===== config.mk =====
export PLATFORM = sky130hd
export DESIGN_NAME = instrument_status_reporting
export DESIGN_NICKNAME = d
export VERILOG_FILES = /design/src/logic/status_reporting_pkg.sv /design/src/logic/instrument_status_reporting.sv
export SDC_FILE = /design/constraint.sdc
export NUM_CORES = 1
export LEC_CHECK = 0
export CORE_ASPECT_RATIO = 1.5
export CORE_MARGIN = 5
export CORE_UTILIZATION = 60
export CTS_BUF_LIST = sky130_fd_sc_hd__clkbuf_4
export DETAILED_ROUTE_END_ITERATION = 10
export DONT_BUFFER_PORTS = 1
export HOLD_SLACK_MARGIN = 0.1
export PLACE_DENSITY = 0.78
export REMOVE_ABC_BUFFERS = 1
export SYNTH_ARGS = -nofsm -noshare
export SYNTH_HDL_FRONTEND = slang
export SYNTH_SLANG_ARGS = --single-unit
export TNS_END_PERCENT = 5

===== constraint.sdc =====
create_clock -name i_clock -period 4.8 [get_ports i_clock]
set_clock_uncertainty 0.05 [all_clocks]
set_input_delay 0.72 -clock i_clock [delete_from_list [all_inputs] [get_ports i_clock]]
set_output_delay 0.72 -clock i_clock [all_outputs]
set_load 0.01 [all_outputs]

===== src/logic/status_reporting_pkg.sv =====
package status_reporting_pkg;

	// command codes arriving from the command decoder
	typedef enum logic [3:0] {
		CMD_SAVE_STATE = 4'h0,
		CMD_RECALL_STATE = 4'h1,
		CMD_TRIGGER = 4'h2,
		CMD_SYNTAX_SCPI = 4'h3,
		CMD_SYNTAX_NATIVE = 4'h4,
		CMD_SRQ_MASK_SET = 4'h5,
		CMD_SRQ_MASK_QUERY = 4'h6,
		CMD_STATUS_QUERY = 4'h7,
		CMD_EVENT_MASK_SET = 4'h8,
		CMD_EVENT_MASK_QUERY = 4'h9,
		CMD_EVENT_QUERY = 4'hA,
		CMD_QUESTIONABLE_CONDITION_FLAGS_QUERY = 4'hB,
		CMD_TRIG_SOURCE_SET = 4'hC,
		CMD_CLEAR_STATUS = 4'hD
	} cmd_code_t;

	localparam int STATE_W = 32;
	localparam int SLOT_COUNT = 10;
	localparam logic [7:0] LAST_SLOT = 8'h09;

	// status byte bit positions
	localparam int STB_LOCAL = 0;
	localparam int STB_ERROR = 2;
	localparam int STB_QUESTIONABLE_CONDITION_FLAGS = 3;
	localparam int STB_MSG = 4;
	localparam int STB_EVENT = 5;
	localparam int STB_SRQ = 6;

	// standard event bit positions
	localparam int EVT_OP_DONE = 0;
	localparam int EVT_QUERY_ERR = 2;
	localparam int EVT_EXEC_ERR = 4;
	localparam int EVT_CMD_ERR = 5;
	localparam int EVT_POWER_ON = 7;
	localparam logic [7:0] EVT_USED = 8'hB5;

	// questionable bit positions
	localparam int QUESTIONABLE_CONDITION_FLAGS_UNLEVELED = 10;
	localparam int QUESTIONABLE_CONDITION_FLAGS_UNLOCKED = 11;
	localparam int QUESTIONABLE_CONDITION_FLAGS_NO_REF = 12;

	// reset values
	localparam logic [7:0] SRQ_MASK_RESET = 8'h00;
	localparam logic [7:0] EVENT_MASK_RESET = 8'h00;
	localparam logic [7:0] EVENT_FLAGS_RESET = 8'h80;
	localparam logic [STATE_W-1:0] SLOT_RESET = 32'h0000_0000;

endpackage


===== src/logic/instrument_status_reporting.sv =====
`timescale 1ns/10ps
// Notes on behaviour
// ten slots: save and recall instrument state
// trigger starts only when source is bus
// command syntax selectable: scpi or native
// masked status byte ORed sets bit 6
// status byte query returns current byte
// request mask set and queried back
// bit 0: local pressed during remote
// status bits 1 and 7 read zero
// bit 2 set on command-language error
// bit 3 summarises questionable conditions
// bit 4 while a message is waiting
// masked events ORed set bit 5
// event mask set/queried, events queried
// event bit 0 on pending operations done
// event bit 2 on query error
// event bit 4 on execution error
// event bit 5 on invalid command
// event bit 7 after power cycle
// event bits 1, 3, 6 read zero
// questionable bit 10 when output unleveled
// questionable bit 11 when synthesizer unlocked
// questionable bit 12 on lost reference
// event query clears event flags
module instrument_status_reporting (
	// clock and reset
	input wire logic i_clock,
	input wire logic i_rstn,
	// command port
	input wire logic i_cmd_valid,
	input wire status_reporting_pkg::cmd_code_t i_cmd_code,
	input wire logic [7:0] i_cmd_arg,
	input wire logic [status_reporting_pkg::STATE_W-1:0] i_current_state,
	// event and condition sources
	input wire logic i_remote_mode,
	input wire logic i_local_press,
	input wire logic i_lang_error,
	input wire logic i_message_waiting,
	input wire logic i_ops_done,
	input wire logic i_query_error,
	input wire logic i_exec_error,
	input wire logic i_command_error,
	input wire logic i_power_cycled,
	input wire logic i_output_level_loop_unleveled,
	input wire logic i_synth_unlocked,
	input wire logic i_ext_ref_lost,
	// responses
	output logic o_resp_valid,
	output logic [15:0] o_resp_data,
	// state recall
	output logic o_recall_valid,
	output logic [status_reporting_pkg::STATE_W-1:0] o_recall_state,
	// control outputs
	output logic o_trigger_start,
	output logic o_syntax_scpi,
	output logic o_service_request
);
	import status_reporting_pkg::*;

	logic [STATE_W-1:0] slot_q [SLOT_COUNT];
	logic [7:0] srq_mask_q;
	logic [7:0] event_mask_q;
	logic [7:0] event_flags_q;
	logic [7:0] event_flags_d;
	logic unleveled_q;
	logic unlocked_q;
	logic no_ref_q;
	logic [15:0] questionable_condition_flags_word;
	logic [7:0] status_q;
	logic [7:0] status_d;
	logic local_q;
	logic error_q;
	logic trig_bus_q;
	logic slot_ok;
	logic [3:0] slot_idx;
	// decoded command strobes
	logic save_hit;
	logic recall_hit;
	logic trigger_hit;
	logic scpi_hit;
	logic native_hit;
	logic srq_mask_set_hit;
	logic srq_mask_query_hit;
	logic status_query_hit;
	logic event_mask_set_hit;
	logic event_mask_query_hit;
	logic event_query_hit;
	logic questionable_condition_flags_query_hit;
	logic trig_source_hit;
	logic clear_hit;
	logic save_ok;
	logic recall_ok;
	logic slot_refused;
	logic event_clear;
	logic query_hit;

	function automatic logic masked_any(input logic [7:0] flags, input logic [7:0] mask);
		masked_any = |(flags & mask);
	endfunction

	function automatic logic is_cmd(input logic valid, input cmd_code_t code,
			input cmd_code_t want);
		is_cmd = valid && (code == want);
	endfunction

	// eight-bit registers answer in the low byte, high byte zero
	function automatic logic [15:0] byte_answer(input logic [7:0] value);
		byte_answer = {8'h00, value};
	endfunction

	// command decode
	always_comb begin
		save_hit = is_cmd(i_cmd_valid, i_cmd_code, CMD_SAVE_STATE);
		recall_hit = is_cmd(i_cmd_valid, i_cmd_code, CMD_RECALL_STATE);
		trigger_hit = is_cmd(i_cmd_valid, i_cmd_code, CMD_TRIGGER);
		scpi_hit = is_cmd(i_cmd_valid, i_cmd_code, CMD_SYNTAX_SCPI);
		native_hit = is_cmd(i_cmd_valid, i_cmd_code, CMD_SYNTAX_NATIVE);
		srq_mask_set_hit = is_cmd(i_cmd_valid, i_cmd_code, CMD_SRQ_MASK_SET);
		srq_mask_query_hit = is_cmd(i_cmd_valid, i_cmd_code, CMD_SRQ_MASK_QUERY);
		status_query_hit = is_cmd(i_cmd_valid, i_cmd_code, CMD_STATUS_QUERY);
		event_mask_set_hit = is_cmd(i_cmd_valid, i_cmd_code, CMD_EVENT_MASK_SET);
		event_mask_query_hit = is_cmd(i_cmd_valid, i_cmd_code, CMD_EVENT_MASK_QUERY);
		event_query_hit = is_cmd(i_cmd_valid, i_cmd_code, CMD_EVENT_QUERY);
		questionable_condition_flags_query_hit = is_cmd(i_cmd_valid, i_cmd_code, CMD_QUESTIONABLE_CONDITION_FLAGS_QUERY);
		trig_source_hit = is_cmd(i_cmd_valid, i_cmd_code, CMD_TRIG_SOURCE_SET);
		clear_hit = is_cmd(i_cmd_valid, i_cmd_code, CMD_CLEAR_STATUS);
	end

	// slot number check; an out-of-range slot is refused
	assign slot_ok = (i_cmd_arg <= LAST_SLOT);
	assign slot_idx = i_cmd_arg[3:0];
	assign save_ok = save_hit && slot_ok;
	assign recall_ok = recall_hit && slot_ok;
	assign slot_refused = (save_hit || recall_hit) && !slot_ok;
	assign event_clear = event_query_hit || clear_hit;
	assign query_hit = srq_mask_query_hit || status_query_hit || event_mask_query_hit
		|| event_query_hit || questionable_condition_flags_query_hit;

	// state slots
	always_ff @(posedge i_clock) begin
		if (!i_rstn) begin
			for (int i = 0; i < SLOT_COUNT; i++) begin
				slot_q[i] <= SLOT_RESET;
			end
		end else if (save_ok) begin
			slot_q[slot_idx] <= i_current_state;
		end
	end

	// recall strobe
	always_ff @(posedge i_clock) begin
		if (!i_rstn) begin
			o_recall_valid <= 1'b0;
		end else begin
			o_recall_valid <= recall_ok;
		end
	end

	// recalled state holds until the next legal recall
	always_ff @(posedge i_clock) begin
		if (!i_rstn) begin
			o_recall_state <= SLOT_RESET;
		end else if (recall_ok) begin
			o_recall_state <= slot_q[slot_idx];
		end
	end

	// trigger source: argument bit 0 high selects the bus
	always_ff @(posedge i_clock) begin
		if (!i_rstn) begin
			trig_bus_q <= 1'b0;
		end else if (trig_source_hit) begin
			trig_bus_q <= i_cmd_arg[0];
		end
	end

	// trigger pulse only while the bus is the source
	always_ff @(posedge i_clock) begin
		if (!i_rstn) begin
			o_trigger_start <= 1'b0;
		end else begin
			o_trigger_start <= trigger_hit && trig_bus_q;
		end
	end

	// command syntax selection
	always_ff @(posedge i_clock) begin
		if (!i_rstn) begin
			o_syntax_scpi <= 1'b1;
		end else if (scpi_hit) begin
			o_syntax_scpi <= 1'b1;
		end else if (native_hit) begin
			o_syntax_scpi <= 1'b0;
		end
	end

	// service request mask
	always_ff @(posedge i_clock) begin
		if (!i_rstn) begin
			srq_mask_q <= SRQ_MASK_RESET;
		end else if (srq_mask_set_hit) begin
			srq_mask_q <= i_cmd_arg;
		end
	end

	// standard event mask
	always_ff @(posedge i_clock) begin
		if (!i_rstn) begin
			event_mask_q <= EVENT_MASK_RESET;
		end else if (event_mask_set_hit) begin
			event_mask_q <= i_cmd_arg;
		end
	end

	// standard event flags: set wins over clear
	always_comb begin
		event_flags_d = event_flags_q;
		if (event_clear) begin
			event_flags_d = 8'h00;
		end
		if (i_ops_done) begin
			event_flags_d[EVT_OP_DONE] = 1'b1;
		end
		if (i_query_error) begin
			event_flags_d[EVT_QUERY_ERR] = 1'b1;
		end
		if (i_exec_error) begin
			event_flags_d[EVT_EXEC_ERR] = 1'b1;
		end
		if (slot_refused) begin
			event_flags_d[EVT_EXEC_ERR] = 1'b1;
		end
		if (i_command_error) begin
			event_flags_d[EVT_CMD_ERR] = 1'b1;
		end
		if (i_power_cycled) begin
			event_flags_d[EVT_POWER_ON] = 1'b1;
		end
		event_flags_d = event_flags_d & EVT_USED;
	end

	always_ff @(posedge i_clock) begin
		if (!i_rstn) begin
			event_flags_q <= EVENT_FLAGS_RESET;
		end else begin
			event_flags_q <= event_flags_d;
		end
	end

	// output level loop condition
	always_ff @(posedge i_clock) begin
		if (!i_rstn) begin
			unleveled_q <= 1'b0;
		end else begin
			unleveled_q <= i_output_level_loop_unleveled;
		end
	end

	// synthesizer lock condition
	always_ff @(posedge i_clock) begin
		if (!i_rstn) begin
			unlocked_q <= 1'b0;
		end else begin
			unlocked_q <= i_synth_unlocked;
		end
	end

	// external reference condition
	always_ff @(posedge i_clock) begin
		if (!i_rstn) begin
			no_ref_q <= 1'b0;
		end else begin
			no_ref_q <= i_ext_ref_lost;
		end
	end

	// questionable word: only bits 10 to 12 are in use
	always_comb begin
		questionable_condition_flags_word = 16'h0000;
		questionable_condition_flags_word[QUESTIONABLE_CONDITION_FLAGS_UNLEVELED] = unleveled_q;
		questionable_condition_flags_word[QUESTIONABLE_CONDITION_FLAGS_UNLOCKED] = unlocked_q;
		questionable_condition_flags_word[QUESTIONABLE_CONDITION_FLAGS_NO_REF] = no_ref_q;
	end

	// sticky local-control bit
	always_ff @(posedge i_clock) begin
		if (!i_rstn) begin
			local_q <= 1'b0;
		end else if (i_local_press && i_remote_mode) begin
			local_q <= 1'b1;
		end else if (clear_hit) begin
			local_q <= 1'b0;
		end
	end

	// sticky error bit
	always_ff @(posedge i_clock) begin
		if (!i_rstn) begin
			error_q <= 1'b0;
		end else if (i_lang_error) begin
			error_q <= 1'b1;
		end else if (clear_hit) begin
			error_q <= 1'b0;
		end
	end

	// status byte assembly
	always_comb begin
		status_d = 8'h00;
		status_d[STB_LOCAL] = local_q;
		status_d[STB_ERROR] = error_q;
		status_d[STB_QUESTIONABLE_CONDITION_FLAGS] = |questionable_condition_flags_word;
		status_d[STB_MSG] = i_message_waiting;
		status_d[STB_EVENT] = masked_any(event_flags_q, event_mask_q);
		status_d[STB_SRQ] = masked_any(status_d & 8'h3F, srq_mask_q);
	end

	// status byte register
	always_ff @(posedge i_clock) begin
		if (!i_rstn) begin
			status_q <= 8'h00;
		end else begin
			status_q <= status_d;
		end
	end

	// service request level
	always_ff @(posedge i_clock) begin
		if (!i_rstn) begin
			o_service_request <= 1'b0;
		end else begin
			o_service_request <= status_d[STB_SRQ];
		end
	end

	// answer strobe, one cycle per query
	always_ff @(posedge i_clock) begin
		if (!i_rstn) begin
			o_resp_valid <= 1'b0;
		end else begin
			o_resp_valid <= query_hit;
		end
	end

	// answer word holds until the next query
	always_ff @(posedge i_clock) begin
		if (!i_rstn) begin
			o_resp_data <= 16'h0000;
		end else if (i_cmd_valid) begin
			case (i_cmd_code)
				CMD_STATUS_QUERY: begin
					o_resp_data <= byte_answer(status_q);
				end
				CMD_SRQ_MASK_QUERY: begin
					o_resp_data <= byte_answer(srq_mask_q);
				end
				CMD_EVENT_MASK_QUERY: begin
					o_resp_data <= byte_answer(event_mask_q);
				end
				CMD_EVENT_QUERY: begin
					o_resp_data <= byte_answer(event_flags_q);
				end
				CMD_QUESTIONABLE_CONDITION_FLAGS_QUERY: begin
					o_resp_data <= questionable_condition_flags_word;
				end
				default: begin
					o_resp_data <= o_resp_data;
				end
			endcase
		end
	end

endmodule // instrument_status_reporting


* After elaboration in Yosys (flattened, before gate mapping)
Memory sizes are Yosys's and may differ from the RTL's. A register that Yosys moved wholly into a read port is not among the register bits.
Index checks and enable logic that the tools add are counted.
W data, S select, Z words.
** Storage, ports and cells
- Flip-flop bits (word level) :: 56
- Output and inout port bits :: 53
- Memories :: 1
- Word-level logic and storage cells :: 98
- Bits of input ports :: 59
- Bits in writable memories :: 320
** Operators by class
- Bitwise gates (word level) :: 3
- $lt $le $gt $ge :: 1
- Mux-type cells :: 17
- Equal/unequal tests :: 13
- Reductions and logical operators :: 42
** Memory list
- slot_q :: words 10, width 32, rd ports 1, clocked after Yosys merged registers in 1, write ports 10, line instrument_status_reporting.sv:61 : logic [STATE_W-1:0] slot_q [SLOT_COUNT];
** Operator list (count)
- $pmux W16 S5 :: 1
- $mux W32 :: 1
- $reduce_or A32 Y1 :: 1
- $eq A4 B4 Y1 const B :: 6
- $logic_and A1 B1 Y1 :: 19
- $eq A4 B3 Y1 const B :: 4
- $reduce_or A8 Y1 :: 2
- $mux W1 :: 13
- $reduce_bool A2 Y1 :: 5
- $and A6 B8 Y8 :: 1
- $and A8 B8 Y8 :: 1
- $eq A4 B2 Y1 const B :: 2
- $le A8 B4 Y1 const B :: 1
- $logic_or A1 B1 Y1 :: 6
- $mux W6 :: 1
- $reduce_bool A5 Y1 :: 1
- $eq A4 B1 Y1 const B :: 1
- $logic_not A4 Y1 :: 1
- $mux W4 :: 1
- $reduce_or A2 Y1 :: 2
- $reduce_bool A3 Y1 :: 1
- $reduce_or A3 Y1 :: 1
- $logic_not A1 Y1 :: 2
- $reduce_and A2 Y1 :: 1
- $not A1 Y1 :: 1

* Depth between registers and ports, before layout
- Depth after elaboration :: 8
- Gate-level depth with buffers :: 8
- Depth with buffers taken out :: 4

* Least setup slack after synthesis
OpenSTA, ideal clock, no wires.
- Path type :: in2reg
- Start point :: input i_cmd_arg[0]
- End point :: memory slot_q[3][0] (enable)
- Path buffers :: 5
- Data arrival time :: 4.046 ns
- Data required time :: 4.284 ns
- Stages :: 7
- Setup slack :: 0.238 ns
- Library setup time :: 0.466 ns
- Path through :: clkbuf_1 > buf_6 > buf_4 > buf_4 > nand3_1 > clkbuf_1 > o21ai_0
** RTL lines
- start, declared :: line instrument_status_reporting.sv:33 : input wire logic [7:0] i_cmd_arg,
- end, declared :: line instrument_status_reporting.sv:61

==> impl_metrics.toml <==
[power_and_ir_drop]
pwr-share-seq_pct = 55.1
switching_share_pct = 21.52
clockPowerShare_pct = 39.5
ir_drop_uv = 243.9
net-switching-power_mw = 2.297
p_leak_nw = 9.873
power_mw = 10.67
internal_power_mw = 8.376
combPwrFrac_pct = 5.4
p_per_area_nw_per_um2 = 378.7

[synth]
synth_flop_cell = "edfxtp_1"
synth_top_area_share_pct = 62.87
synth_top_cell_by_area = "edfxtp_1"
ys_warn_count = 0
ys_seq_area_share_pct = 69.42
synth_area_leaders = "edfxtp_1 63%, mux4_2 12%, dfxtp_1 6.5%, nor2_1 4.4%, and2_1 2.6%"
syn-cell-area_um2 = 24460
avgSynthCellArea_um2 = 16.07
ys_types = 60
synthCells = 1522
ys_ff_latch = 592
synth-edff-count = 512
synthArstFlopShare_pct = 0

[flow_run]
maxCapViolCount = 0

[floorplan]
start_util_pct = 60.66
dieArea_um2 = 44980
dieHeight_um = 257.3
core_um2 = 40310
die_x_um = 174.8
fp-row-count = 90
pin_count = 112

[timing]
finalWorstSetupSlack_ns = 1.220
rsz0062_at_grt = "no"
hold_violations = 0
fin_crit_sh_pct = 74.58
max_slew.worst_pin.slew_ns = 1.159
finalCriticalPeriod_ns = 3.580
drv_slew = 0
max_freq_ghz = 0.2793
whs_ns = 0.1938
slew_headroom_pct = 22.60
setup_viol = 0

[final_layout]
final_common_cell = "edfxtp_1"
layout.area.seq_um2 = 16980
fin_nets = 1893
final_cell_mix = "512 x edfxtp_1, 283 x nor2_1, 212 x clkbuf_4, 197 x conb_1, 128 x mux4_2"
syn_to_final_growth_pct = 15.24
multiInputGateArea_um2 = 7791
fill_cells = 2532
layout-drive-gt1-share_pct = 22.52
fin_area_um2 = 28180

[global_routing]
antenna_found_initial = 4
grt_max_degree = 138
grt_pass1_vias = 15846
overflow = 0
grt_pass1_wl_mm = 91.34
track_usage_pct = 27.03

[hold_path]
holdCritPathClass = "in2reg"
worstHoldPathCells = 1

[clock_network]
clock-sinks = 592
numCtsBuffers = 134
cts_tree = "done"
cts_root_buf = "clkbuf_4"
htreeDepth = 4
worstSkewPairLatency_ns = 0.84
post-cts-setup-buffer-count = 0
clockBufferDepth = 3
cts_resized = 0
clkTransAtPathRegs_ns = 0.08

[place]
io_buffers = 0
dp_hpwl_mm = 31.91
dpl-instance-area_um2 = 25670
place.gp.congestion = 0.8913
preCtsSetupSlack_ns = 1.063

[setup_path]
worst-path-stages = 6
critical_path_class = "in2reg"
slowest_delay_ns = 0.84
start_kind = "input port"
cp_slowest_cell = "o21ai_4"
end_kind = "flop"
crit_required_ns = 5.26
crit_family = "simple AND/OR/NAND/NOR gates"
reg2reg_depth = 3
critPathArrivalTime_ns = 4.04
crit_chain = "dlygate4sd3_1 > nor4_4 > and3_1 > nand3_2 > o21ai_4 > buf_12"
crit_buf_inv = 2
crit_fanout = 23

[route]
ant_nets = 0
vias_per_cell = 6.025
vias = 14791
drc_errors = 0
dr.pass1.iters = 6
totalWireLength_mm = 59.52
wl_per_cell_um = 24.24
drtIter0Drc = 1480

[outcome]
status = "finished, final reports clean"
==> path summary, 6_finish.rpt <==
path	from	endpoint	slack [ns]
setup / recovery	i_cmd_arg[7]	slot_q[1][15]	1.22
hold / removal	i_current_state[9]	slot_q[13][9]	0.19
setup reg to reg	slot_q[1][19]	o_recall_state[19]	3.16
hold reg to reg	status_q[0]	o_resp_data[0]	0.42
==> Yosys cell counts, types with 4 or more instances <==
master / count
a22oi_1: 4
mux2i_1: 49
a21oi_1: 13
nand3_1: 4
buf_1: 7
buf_2: 34
buf_6: 11
a211oi_1: 4
a31oi_1: 5
nand2_1: 72
dfxtp_1: 80
nor2b_1: 5
nand2b_1: 7
mux4_2: 128
nor2_1: 284
clkbuf_1: 47
buf_4: 7
o21ai_0: 13
o211ai_1: 5
a221o_1: 32
edfxtp_1: 512
nor3_1: 6
and2_1: 102
mux2_2: 32
a222oi_1: 6
==> registers in the layout, indices dropped and copies added (netlist names) <==
signal           cells
o_resp_valid         1
event_mask_q         8
o_recall_state      32
o_trigger_start      1
trig_bus_q           1
status_q             6
unlocked_q           1
slot_q             512
o_recall_valid       1
event_flags_q        5
unleveled_q          1
o_resp_data         11
local_q              1
error_q              1
o_syntax_scpi        1
no_ref_q             1
srq_mask_q           8
==> layout make-up <==
cell class / instances / share of cell area (%)
diodes: 4 / 0.03552
clock buffers: 212 / 5.647
clock inverters: 35 / 0.9501
inverters: 4 / 0.05327
multi-input cells: 1013 / 27.64
flip-flops and latches: 592 / 60.24
well taps: 506 / 2.246
repair buffers: 89 / 3.188
==> what timing repair did <==
action	4_1_cts	5_1_grt
endpoints found under the hold margin	308	0
endpoints found under the setup margin	0	0
hold buffers	63	0
==> routing by layer <==
layer | GRT usage (%) | up-vias | part of all wire, %
li1 | - | 6339 | -
met1 | 32.52 | 7386 | 34
met2 | 46.81 | 894 | 53
met3 | 6.211 | 170 | 9.2
met4 | 12.03 | 2 | 3.5
met5 | 0 | - | 0.022
==> logic make-up (layout without fill, tap and decap cells) <==
kind of cell / Yosys count / in the layout / share of synthesized area [%]
buffers and inverters: 113 / 340 / 2.369
muxes: 209 / 209 / 15.27
AOI/OAI and AO/OA: 100 / 100 / 3.320
and+or+nand+nor: 507 / 507 / 9.613
other: 1 / 201 / 0.01533
DFF: 592 / 592 / 69.42
==> per-stage QoR <==
step | instances | utilization, % | TNS, ns
finish | 2455 | 69.91 | 0
global route | 2454 | 69.90 | 0
CTS | 2451 | 69.89 | 0
detailed placement | 2141 | 63.68 | 0
global placement | 2141 | 63.68 | 0
floorplan | 1609 | - | -209.96
==> power by group through the flow <==
stage / clock network (mW) / logic (mW) / registers (mW)
6_report: 4.21 / 0.579 / 5.88
5_1_grt: 4.56 / 0.615 / 5.90
4_1_cts: 4.27 / 0.570 / 5.88
3_5_place_dp: 0 / 0.491 / 5.99
3_3_place_gp: 0 / 0.479 / 5.97
2_1_floorplan: 0 / 0.382 / 5.96
Power figures use the tool's default switching activity.
